**src/adcs_pkg.sv**
```systemverilog
package adcs_pkg;
    // register byte addresses
    localparam logic [7:0] ADDR_CTRL0   = 8'h00;
    localparam logic [7:0] ADDR_PINREF  = 8'h04;
    localparam logic [7:0] ADDR_TIMING  = 8'h08;
    localparam logic [7:0] ADDR_RESH    = 8'h0c;
    localparam logic [7:0] ADDR_RESL    = 8'h10;
    localparam logic [7:0] ADDR_IRQ     = 8'h14;
    // field positions
    localparam int CTRL0_ENABLE   = 0;
    localparam int CTRL0_GO       = 1;
    localparam int CTRL0_CHAN_LSB = 2;
    localparam int PINREF_CFG_LSB = 0;
    localparam int PINREF_VPOS    = 4;
    localparam int PINREF_VNEG    = 5;
    localparam int TIMING_CLK_LSB = 0;
    localparam int TIMING_ACQ_LSB = 3;
    localparam int TIMING_ALIGN   = 7;
    localparam int IRQ_FLAG       = 0;
    localparam int IRQ_ENABLE     = 1;
    // reset values
    localparam logic [7:0] CTRL0_RESET  = 8'h00;
    localparam logic [7:0] PINREF_RESET = 8'h00;
    localparam logic [7:0] TIMING_RESET = 8'h00;
    // timing
    localparam int         CLK_PERIOD_NS  = 10;
    localparam int         INSTR_CYCLE_NS = 40;
    localparam logic [2:0] HOLDOFF_CYCLES =
        3'((INSTR_CYCLE_NS + CLK_PERIOD_NS - 1) / CLK_PERIOD_NS);
    localparam logic [4:0] CONV_TADS      = 5'h0b;
    localparam logic [4:0] RECOVER_TADS   = 5'h02;
    localparam logic [9:0] TRIAL_START    = 10'h200;
    localparam logic [2:0] ACQ_NONE       = 3'h0;
    localparam logic [1:0] CLK_RC_CODE    = 2'h3;

    typedef enum logic [2:0] {
        st_idle,
        st_holdoff,
        st_acq,
        st_conv,
        st_recover
    } adcs_state_t;

    typedef struct packed {
        logic       power;
        logic       sample;
        logic       hold;
        logic       vref_pos_ext;
        logic       vref_neg_ext;
        logic [3:0] channel;
        logic [3:0] port_config;
        logic [9:0] trial;
    } adcs_analog_t;
endpackage

```
**src/adcs_sequencer.sv**
```systemverilog
`timescale 1ns/1ps
// Function
// - format bit picks right or left alignment
// - acquisition field maps to 0..20 periods
// - clock field picks divider or RC
// - RC clock held off one instruction cycle
// - references selectable: rails or external pins
// - sleep conversions only with RC clock
// - reset clears controls, aborts conversion
// - completion stores result, clears go, flags
// - result pair has no reset value
// - two periods wait before next acquisition
// - zero acquisition converts immediately on go, after the holdoff with RC clock
// - nonzero acquisition samples then converts automatically
// - sampling resumes after each conversion
// - go stays set through acquisition and conversion
// - hold capacitor isolated while converting
// - result has 1024 codes, ten bits
// - conversion takes eleven clock periods
// - clearing go aborts, result kept
// - enable powers module; go shows busy
module adcs_sequencer
    import adcs_pkg::*;
#(
    parameter int RESULT_W = 10
)
(
    input  wire logic          pclk,
    input  wire logic          presetn,
    input  wire logic          psel,
    input  wire logic          penable,
    input  wire logic          pwrite,
    input  wire logic [7:0]    paddr,
    input  wire logic [31:0]   pwdata,
    output logic [31:0]        prdata,
    output logic               pready,
    output logic               pslverr,
    input  wire logic          rc_tick,
    input  wire logic          device_sleep,
    input  wire logic          cmp_above,
    output adcs_analog_t       analog,
    output logic               conv_irq
);

    adcs_state_t          state;
    logic                 converter_enable;
    logic                 go;
    logic [3:0]           channel;
    logic [3:0]           port_config;
    logic                 vref_pos_ext;
    logic                 vref_neg_ext;
    logic                 result_align_select;
    logic [2:0]           auto_acquire_length;
    logic [2:0]           conv_clock_select;
    logic                 conv_complete_flag;
    logic                 conv_complete_irq_enable;
    logic [RESULT_W-1:0]  result;
    logic [RESULT_W-1:0]  trial;
    logic [RESULT_W-1:0]  next_trial;
    logic [RESULT_W-1:0]  next_trial_word;
    logic [5:0]           div_cnt;
    logic [5:0]           div_last;
    logic [4:0]           tad_cnt;
    logic [4:0]           acq_tads;
    logic [2:0]           holdoff_cnt;
    logic                 internal_rc_conv_clock;
    logic                 sys_tick;
    logic                 tad_tick;
    logic                 wr;
    logic                 complete;
    logic                 busy;
    logic [15:0]          res16;
    logic [31:0]          next_prdata;
    logic                 hit;

    assign wr = psel && penable && pready && pwrite;
    assign internal_rc_conv_clock = conv_clock_select[1:0] == CLK_RC_CODE;
    assign busy = state == st_holdoff || state == st_acq
               || state == st_conv;
    assign complete = state == st_conv && tad_tick
                   && tad_cnt == CONV_TADS - 5'h01;

    // conversion clock divider selection
    always_comb begin
        case (conv_clock_select)
            3'h0:    div_last = 6'h01;
            3'h1:    div_last = 6'h07;
            3'h2:    div_last = 6'h1f;
            3'h4:    div_last = 6'h03;
            3'h5:    div_last = 6'h0f;
            3'h6:    div_last = 6'h3f;
            default: div_last = 6'h01;
        endcase
    end

    always_comb begin
        case (auto_acquire_length)
            3'h0:    acq_tads = 5'h00;
            3'h1:    acq_tads = 5'h02;
            3'h2:    acq_tads = 5'h04;
            3'h3:    acq_tads = 5'h06;
            3'h4:    acq_tads = 5'h08;
            3'h5:    acq_tads = 5'h0c;
            3'h6:    acq_tads = 5'h10;
            default: acq_tads = 5'h14;
        endcase
    end

    // system clock stops in sleep, so only the RC source keeps ticking
    assign sys_tick = !device_sleep && div_cnt == div_last;
    assign tad_tick = internal_rc_conv_clock
                    ? rc_tick && state != st_holdoff
                    : sys_tick;

    always_ff @(posedge pclk or negedge presetn) begin
        if (!presetn) begin
            div_cnt <= 6'h00;
        end else if (state == st_idle || sys_tick) begin
            div_cnt <= 6'h00;
        end else if (!device_sleep) begin
            div_cnt <= div_cnt + 6'h01;
        end
    end

    // one successive approximation step, msb first
    always_comb begin
        next_trial = trial;
        for (int b = 0; b < RESULT_W; b++) begin
            if (int'(tad_cnt) == RESULT_W - 1 - b) begin
                next_trial[b] = cmp_above;
            end
            if (int'(tad_cnt) == RESULT_W - 2 - b) begin
                next_trial[b] = 1'b1;
            end
        end
    end

    always_comb begin
        next_trial_word = trial;
        if (state != st_conv) begin
            next_trial_word = TRIAL_START;
        end else if (tad_tick && int'(tad_cnt) < RESULT_W) begin
            next_trial_word = next_trial;
        end
    end

    always_ff @(posedge pclk or negedge presetn) begin
        if (!presetn) begin
            trial <= TRIAL_START;
        end else begin
            trial <= next_trial_word;
        end
    end

    always_ff @(posedge pclk or negedge presetn) begin
        if (!presetn) begin
            state       <= st_idle;
            tad_cnt     <= 5'h00;
            holdoff_cnt <= 3'h0;
        end else if (!converter_enable) begin
            state       <= st_idle;
            tad_cnt     <= 5'h00;
            holdoff_cnt <= 3'h0;
        end else if (busy && !go) begin
            state   <= st_recover;
            tad_cnt <= 5'h00;
        end else begin
            case (state)
                st_idle: begin
                    tad_cnt     <= 5'h00;
                    holdoff_cnt <= 3'h0;
                    if (go) begin
                        if (internal_rc_conv_clock) begin
                            state <= st_holdoff;
                        end else if (auto_acquire_length == ACQ_NONE) begin
                            state <= st_conv;
                        end else begin
                            state <= st_acq;
                        end
                    end
                end
                st_holdoff: begin
                    holdoff_cnt <= holdoff_cnt + 3'h1;
                    if (holdoff_cnt == HOLDOFF_CYCLES - 3'h1) begin
                        state <= auto_acquire_length == ACQ_NONE
                               ? st_conv : st_acq;
                    end
                end
                st_acq: begin
                    if (tad_tick) begin
                        if (tad_cnt == acq_tads - 5'h01) begin
                            state   <= st_conv;
                            tad_cnt <= 5'h00;
                        end else begin
                            tad_cnt <= tad_cnt + 5'h01;
                        end
                    end
                end
                st_conv: begin
                    if (tad_tick) begin
                        if (complete) begin
                            state   <= st_recover;
                            tad_cnt <= 5'h00;
                        end else begin
                            tad_cnt <= tad_cnt + 5'h01;
                        end
                    end
                end
                st_recover: begin
                    if (tad_tick) begin
                        if (tad_cnt == RECOVER_TADS - 5'h01) begin
                            state <= st_idle;
                        end else begin
                            tad_cnt <= tad_cnt + 5'h01;
                        end
                    end
                end
                default: state <= st_idle;
            endcase
        end
    end

    // control registers
    always_ff @(posedge pclk or negedge presetn) begin
        if (!presetn) begin
            converter_enable <= CTRL0_RESET[CTRL0_ENABLE];
            channel          <= CTRL0_RESET[CTRL0_CHAN_LSB +: 4];
        end else if (wr && paddr == ADDR_CTRL0) begin
            converter_enable <= pwdata[CTRL0_ENABLE];
            channel          <= pwdata[CTRL0_CHAN_LSB +: 4];
        end
    end

    // go stays set through acquisition and conversion alike
    always_ff @(posedge pclk or negedge presetn) begin
        if (!presetn) begin
            go <= CTRL0_RESET[CTRL0_GO];
        end else if (wr && paddr == ADDR_CTRL0) begin
            go <= pwdata[CTRL0_GO] && pwdata[CTRL0_ENABLE];
        end else if (complete || !converter_enable) begin
            go <= 1'b0;
        end
    end

    always_ff @(posedge pclk or negedge presetn) begin
        if (!presetn) begin
            port_config  <= PINREF_RESET[PINREF_CFG_LSB +: 4];
            vref_pos_ext <= PINREF_RESET[PINREF_VPOS];
            vref_neg_ext <= PINREF_RESET[PINREF_VNEG];
        end else if (wr && paddr == ADDR_PINREF) begin
            port_config  <= pwdata[PINREF_CFG_LSB +: 4];
            vref_pos_ext <= pwdata[PINREF_VPOS];
            vref_neg_ext <= pwdata[PINREF_VNEG];
        end
    end

    always_ff @(posedge pclk or negedge presetn) begin
        if (!presetn) begin
            result_align_select <= TIMING_RESET[TIMING_ALIGN];
            auto_acquire_length <= TIMING_RESET[TIMING_ACQ_LSB +: 3];
            conv_clock_select   <= TIMING_RESET[TIMING_CLK_LSB +: 3];
        end else if (wr && paddr == ADDR_TIMING) begin
            result_align_select <= pwdata[TIMING_ALIGN];
            auto_acquire_length <= pwdata[TIMING_ACQ_LSB +: 3];
            conv_clock_select   <= pwdata[TIMING_CLK_LSB +: 3];
        end
    end

    // hardware set wins over a software clear in the same cycle
    always_ff @(posedge pclk or negedge presetn) begin
        if (!presetn) begin
            conv_complete_flag       <= 1'b0;
            conv_complete_irq_enable <= 1'b0;
        end else begin
            if (complete) begin
                conv_complete_flag <= 1'b1;
            end else if (wr && paddr == ADDR_IRQ && pwdata[IRQ_FLAG]) begin
                conv_complete_flag <= 1'b0;
            end
            if (wr && paddr == ADDR_IRQ) begin
                conv_complete_irq_enable <= pwdata[IRQ_ENABLE];
            end
        end
    end

    // result pair keeps its contents through reset
    always_ff @(posedge pclk) begin
        if (complete) begin
            result <= trial;
        end
    end

    assign res16 = result_align_select
                 ? {6'h00, result} : {result, 6'h00};

    always_comb begin
        hit = 1'b1;
        next_prdata = 32'h0000_0000;
        case (paddr)
            ADDR_CTRL0: begin
                next_prdata[CTRL0_ENABLE]       = converter_enable;
                next_prdata[CTRL0_GO]           = go;
                next_prdata[CTRL0_CHAN_LSB +: 4] = channel;
            end
            ADDR_PINREF: begin
                next_prdata[PINREF_CFG_LSB +: 4] = port_config;
                next_prdata[PINREF_VPOS]         = vref_pos_ext;
                next_prdata[PINREF_VNEG]         = vref_neg_ext;
            end
            ADDR_TIMING: begin
                next_prdata[TIMING_ALIGN]        = result_align_select;
                next_prdata[TIMING_ACQ_LSB +: 3] = auto_acquire_length;
                next_prdata[TIMING_CLK_LSB +: 3] = conv_clock_select;
            end
            ADDR_RESH:   next_prdata[7:0] = res16[15:8];
            ADDR_RESL:   next_prdata[7:0] = res16[7:0];
            ADDR_IRQ: begin
                next_prdata[IRQ_FLAG]   = conv_complete_flag;
                next_prdata[IRQ_ENABLE] = conv_complete_irq_enable;
            end
            default:     hit = 1'b0;
        endcase
    end

    // one wait-free access phase: answer prepared in the setup cycle
    always_ff @(posedge pclk or negedge presetn) begin
        if (!presetn) begin
            prdata  <= 32'h0000_0000;
            pready  <= 1'b0;
            pslverr <= 1'b0;
        end else begin
            pready  <= psel && !penable;
            pslverr <= psel && !penable && !hit;
            if (psel && !penable && !pwrite) begin
                prdata <= next_prdata;
            end
        end
    end

    always_ff @(posedge pclk or negedge presetn) begin
        if (!presetn) begin
            analog   <= '0;
            conv_irq <= 1'b0;
        end else begin
            analog.power        <= converter_enable;
            analog.sample       <= converter_enable
                && (state == st_idle || state == st_holdoff
                    || state == st_acq);
            analog.hold         <= state == st_conv;
            analog.vref_pos_ext <= vref_pos_ext;
            analog.vref_neg_ext <= vref_neg_ext;
            analog.channel      <= channel;
            analog.port_config  <= port_config;
            // leaves with next_trial_word rather than trial, so a registered comparator
            // answer is ready by the next tick at the fastest divider
            analog.trial        <= next_trial_word;
            conv_irq <= conv_complete_flag
                     && conv_complete_irq_enable;
        end
    end
endmodule

```
**config.mk**
```make
export PLATFORM = sky130hd
export DESIGN_NAME = adcs_sequencer
export DESIGN_NICKNAME = d
export VERILOG_FILES = /design/src/adcs_pkg.sv /design/src/adcs_sequencer.sv
export SDC_FILE = /design/constraint.sdc
export NUM_CORES = 1
export LEC_CHECK = 0
export BUFFER_PORTS_ARGS = -buffer_cell sky130_fd_sc_hd__buf_2
export CORE_MARGIN = 5
export CORE_UTILIZATION = 35
export DETAILED_ROUTE_END_ITERATION = 12
export SYNTH_ARGS = -nofsm -noshare
export SYNTH_HDL_FRONTEND = slang
export SYNTH_SLANG_ARGS = --single-unit
```
**constraint.sdc**
```tcl
create_clock -name pclk -period 2.2 [get_ports pclk]
set_clock_uncertainty 0.1 [all_clocks]
set_input_delay 0.66 -clock pclk [delete_from_list [all_inputs] [get_ports pclk]]
set_output_delay 0.66 -clock pclk [all_outputs]
set_load 0.005 [all_outputs]
```
# Yosys cells after proc, flatten, opt, wreduce, memory -nomap -nowiden
# Index checks and enable logic that the tools add are counted.
dict set report word_totals {
  regBits 92
  wordCells 187
  output_inout_bits 58
  inputBits 48
}
dict set report classes {
  add_sub_neg 4
  n_mux 61
  n_eq_ne 50
  n_reduce_logical 42
  magnitude_cmp 1
}
# cell n
set ops {}
lappend ops {{$mux W5} 8}
lappend ops {{$mux W3} 12}
lappend ops {{$ne A4 B4 Y1 const B} 9}
lappend ops {{$pmux W5 S7} 1}
lappend ops {{$pmux W6 S5} 1}
lappend ops {{$mux W1} 26}
lappend ops {{$eq A5 B4 Y1 const B} 5}
lappend ops {{$eq A3 B3 Y1 const B} 7}
lappend ops {{$logic_and A1 B1 Y1} 20}
lappend ops {{$mux W10} 2}
lappend ops {{$pmux W4 S5} 1}
lappend ops {{$pmux W5 S4} 1}
lappend ops {{$eq A3 B2 Y1 const B} 6}
lappend ops {{$eq A8 B4 Y1 const B} 2}
lappend ops {{$eq A8 B5 Y1 const B} 2}
lappend ops {{$mux W16} 1}
lappend ops {{$pmux W3 S5} 1}
lappend ops {{$mux W6} 2}
lappend ops {{$pmux W2 S6} 1}
lappend ops {{$eq A5 B3 Y1 const B} 2}
lappend ops {{$eq A5 B5 Y1 const B} 2}
lappend ops {{$eq A3 B1 Y1 const B} 3}
lappend ops {{$eq A8 B3 Y1 const B} 1}
lappend ops {{$logic_not A8 Y1} 1}
lappend ops {{28 further kinds} 41}

# Depth between registers and ports, before layout
dict set report logic_depth {
  word_depth 12
  mapped_depth 9
  depth_no_buf 9
}

# Least setup slack after synthesis
# Ideal clock, no wire load.
dict set report synth_timing {
  path_type {input port to flip-flop}
  start {in paddr[5]}
  end {reg port_config[1]}
  n_path_buf 1
  setup_ns 0.125
  t_arrival_ns 2.186
  cell_stages 7
  t_required_ns 1.975
  setup_slack_ns -0.211
  cell_sequence {nor3_1 -> nand2_1 -> or2_1 -> nor3b_1 -> nand2b_1 -> clkbuf_1 -> mux2_2}
}
dict set report synth_via {
  elab_chain_len 2
}
# item line
set synth_rtl {}
lappend synth_rtl {{from (decl)} adcs_sequencer.sv:33} ;# input wire logic [7:0] paddr,
lappend synth_rtl {{$eq A8 B3 Y1} adcs_sequencer.sv:250} ;# end else if (wr && paddr == ADDR_PINREF) begin
lappend synth_rtl {{$logic_and A1 B1 Y1} adcs_sequencer.sv:250}
lappend synth_rtl {{to (signal assigned)} adcs_sequencer.sv:247} ;# port_config <= PINREF_RESET[PINREF_CFG_LSB +: 4];
lappend synth_rtl {{to (signal assigned)} adcs_sequencer.sv:251} ;# port_config <= pwdata[PINREF_CFG_LSB +: 4];
lappend synth_rtl {{to (decl)} adcs_sequencer.sv:49} ;# logic [3:0] port_config;
# No other way between the ends.
# A chain may end at the register's enable or synchronous reset.

# Worst setup path in the final report
dict set report layout_timing {
  start {reg auto_acquire_length[2]}
  end {reg tad_cnt[3]}
}
dict set report layout_via {
  elab_chain_len 9
  elab_cells_between_ends 15
  classes_between {add/sub (1); eq/ne (7); mux (6); reduce/logical (1)}
}
# item line
set layout_rtl {}
lappend layout_rtl {{from (decl)} adcs_sequencer.sv:53} ;# logic [2:0] auto_acquire_length;
lappend layout_rtl {{from (signal assigned)} adcs_sequencer.sv:260} ;# auto_acquire_length <= TIMING_RESET[TIMING_ACQ_LSB +: 3];
lappend layout_rtl {{from (signal assigned)} adcs_sequencer.sv:264} ;# auto_acquire_length <= pwdata[TIMING_ACQ_LSB +: 3];
lappend layout_rtl {{$eq A3 B3 Y1 (tied with other cells)} adcs_sequencer.sv:97} ;# case (auto_acquire_length)
lappend layout_rtl {{$pmux W5 S7 *} adcs_sequencer.sv:97}
lappend layout_rtl {{$sub A5 B1 Y5 *} adcs_sequencer.sv:191} ;# if (tad_cnt == acq_tads - 5'h01) begin
lappend layout_rtl {{$eq A5 B5 Y1 *} adcs_sequencer.sv:191}
lappend layout_rtl {{$mux W5 *} adcs_sequencer.sv:191}
lappend layout_rtl {{$mux W5 *} adcs_sequencer.sv:190} ;# if (tad_tick) begin
lappend layout_rtl {{$pmux W5 S4 *} adcs_sequencer.sv:168} ;# case (state)
lappend layout_rtl {{$mux W5 *} adcs_sequencer.sv:164} ;# end else if (busy && !go) begin
lappend layout_rtl {{$mux W5 *} adcs_sequencer.sv:160} ;# end else if (!converter_enable) begin
lappend layout_rtl {{to (signal assigned)} adcs_sequencer.sv:195} ;# tad_cnt <= tad_cnt + 5'h01;
lappend layout_rtl {{to (signal assigned)} adcs_sequencer.sv:205} ;# tad_cnt <= tad_cnt + 5'h01;
lappend layout_rtl {{to (signal assigned)} adcs_sequencer.sv:214} ;# tad_cnt <= tad_cnt + 5'h01;
lappend layout_rtl {{to (decl)} adcs_sequencer.sv:63} ;# logic [4:0] tad_cnt;
# Every way passes the cells marked *; elsewhere a longest branch is shown, timed or not. The select of a mux whose other input is x is not followed.

==> impl_metrics.tcl <==
set metrics [dict create \
    outcome "complete, but fails checks" \
    failed_checks "setup timing" \
    stdcell_count 745 \
    wirelength_um 11340 \
    antenna_found_initial 0 \
    fmax_ghz 0.4125 \
    drt_iter0_markers 262 \
    cap_violations 0 \
    drtAntennaViolNets 0 \
    htreeDepth 3 \
    mostFrequentLayoutCells "69 x dfrtp_1, 58 x buf_4, 56 x buf_2" \
    dpl.cell_count 718 \
    start_util_pct 35.86 \
    coreArea_um2 12720 \
    wl_per_cell_um 15.23 \
    fp.dieArea_um2 15420 \
    groute.usage.overall_pct 14.76 \
    die_width_um 124.2 \
    syn_to_final_growth_pct 28.88 \
    fin_crit_ns 2.425 \
    yosysUniqueCellTypes 62 \
    grt_max_degree 74 \
    syn_avg_cell_area_um2 9.832 \
    dieHeight_um 124.2 \
    ff2ff_setup_slack_ns -0.22 \
    cp_slowest_cell "dfrtp_1" \
    critPathKind "flip-flop to flip-flop" \
    overflow 0 \
    power_density_nw_per_um2 546.0 \
    hold_buffers 0 \
    clkLatencyLatePin_ns 0.33 \
    grt_pass1_wl_um 17910 \
    dpl.hpwl_um 8226 \
    rsz0062_at_grt "true" \
    syn-cell-area_um2 4562 \
    grt_pass1_vias 3669 \
    routed_via_density 4.969 \
    final_common_cell "dfrtp_1" \
    cp-start-kind "flip-flop" \
    ys_seq_area_share_pct 46.65 \
    io_pins 106 \
    arrival_ns 2.54 \
    synth-main-ff-cell "dfrtp_1" \
    cts-buffers-inserted 9 \
    layout-drive-gt1-share_pct 37.17 \
    crit_chain "mux2i_1, ha_2, xnor2_2, xnor2_1, o41ai_2, a41oi_2, o211ai_4, nor2_1, a211o_1" \
    cp_max_fo 4 \
    p_leak_nw 2.748 \
    yosys_warnings 0 \
    setup_slack_ns -0.2245 \
    cts_tree "built" \
    place.gp.congestion 0.8593 \
    cts_sinks 83 \
    slew_viol_final 0 \
    syn_inst 464 \
    vias 3702 \
    dr.pass1.iters 4 \
    cts_root_buf "clkbuf_16" \
    hold_path_class "input port to async pin" \
    required_ns 2.32 \
    worst_pin_slew_ns 0.6316 \
    fin_nets 624 \
    io_buffer_count 56 \
    ys_async_sr_fraction_pct 87.95 \
    vdd.ir_drop.worst_v 0.0003287 \
    n_antenna_cell 0 \
    drc_errors 0 \
    row_count 41 \
    cts.clk_slew.worst_paths_ns 0.06 \
    slowest_delay_ns 0.40 \
    crit_path_end_kind "flip-flop" \
    max_slew_margin_pct 57.57 \
    clockBufferDepth 2 \
    fin_crit_sh_pct 110.2 \
    setup_viol 29 \
    synth_edf_count 10 \
    synth_seq_cells 83 \
    hold_viol_final 0 \
    pre_cts_ws_ns -0.2479 \
]
-- through the flow --
| stage | instance area [µm²] | utilization [%] | hold slack, ns | power (mW) | TNS (ns) |
|---|---|---|---|---|---|
| global route | 5879 | 46.21 | 0.2858 | 3.341 | -6.916 |
| floorplan | 4732 | - | 0.2644 | 1.709 | -0.1488 |
| finish | 5879 | 46.21 | 0.2328 | 3.210 | -3.931 |
| detailed placement | 5316 | 41.79 | 0.2963 | 1.786 | -5.891 |
| CTS | 5741 | 45.12 | 0.2691 | 3.247 | -3.838 |
| global placement | 5316 | 41.79 | 0.2810 | 1.783 | -5.553 |
-- flip-flops by register name, summed over array words and instances, names as in the netlist, 3 cells and up --
signal,cells
port_config,4
prdata,8
state,3
channel,4
auto_acquire_length,3
tad_cnt,5
conv_clock_select,3
analog,23
result,10
holdoff_cnt,3
div_cnt,6
-- kinds of logic (layout without fill, tap and decap cells) --
group                    count (synthesis)  count (layout)  synth area share, %
AO/OA/AOI/OAI                           97              97                15.47
AND/OR/NAND/NOR                        167             168                17.58
multiplexers                            29              29                7.049
XOR/XNOR                                13              13                2.496
buffers and inverters                   66             151                8.475
adder cells (fa/ha/maj)                  8               8                2.194
flip-flops                              83              83                46.65
other                                    1              24              0.08220
-- synth_stat cells, drive strengths merged (4+ instances only) --
library cell	n	area [µm²]
ha	8	100.1
a211oi	10	80.07
o22ai	5	31.28
nand4	4	25.02
inv	12	45.04
a31oi	6	37.54
o21ai	17	85.08
mux2	25	281.5
nor2b	18	112.6
nand2b	10	62.56
dfrtp	72	1802
nor2	40	150.1
nor3b	4	30.03
a22oi	4	30.03
edfxtp	10	300.3
nor3	12	60.06
and2	6	37.54
clkbuf	15	56.30
nand2	52	195.2
xor2	7	61.31
xnor2	6	52.55
nand3	10	50.05
mux2i	4	40.04
a222oi	4	40.04
a21oi	23	118.9
buf	39	285.3
-- repair_timing --
item	4_1_cts	5_1_grt
resized for setup	24	28
cloned	1	2
buffers inserted	8	3
pin swaps	15	12
setup endpoints to repair	29	31
-- area by class of cell --
type	instances	area, µm²
Fill cell	1206	6843
Clock buffer	11	232.7
Sequential cell	83	2132
Clock inverter	5	53.80
Multi-Input combinational cell	339	2375
Timing Repair Buffer	123	825.8
Tap cell	172	215.2
Inverter	12	45.04
-- worst paths after layout --
check | from | end | cells past startpoint
max in group asynchronous | presetn | trial[9] | 2
hold reg to reg | channel[1] | analog[15] | 0
hold / removal | presetn | prdata[2] | 2
setup reg to reg | auto_acquire_length[2] | tad_cnt[3] | 9
min in group pclk | channel[1] | analog[15] | 0
setup / recovery | auto_acquire_length[2] | tad_cnt[3] | 9
-- power by group --
group | internal (mW) | switching, mW | total [mW]
Clock | 0.874 | 0.580 | 1.45
Combinational | 0.0700 | 0.100 | 0.170
Sequential | 1.57 | 0.0128 | 1.59
Total | 2.52 | 0.693 | 3.21
-- worst max-delay path: cells and delay by family, from the launching register on --
family,cells,cell delay (ns)
muxes,1,0.22
and+or+nand+nor,1,0.07
xor gates and xnor gates,2,0.20
adders and majority gates,1,0.21
AOI/OAI and AO/OA,4,1.10
DFF,1,0.40
-- metal layers --
metal | part of all wire [%] | wire [µm] | GRT usage, % | vias up
li1 | - | - | - | 1794
met1 | 42 | 4729 | 18.07 | 1794
met2 | 51 | 5795 | 25.71 | 95
met3 | 5.0 | 565 | 2.679 | 19
met4 | 2.2 | 253 | 5.818 | 0
met5 | 0 | 0 | 0 | -
Note: power is estimated with default switching activity, not from simulation.
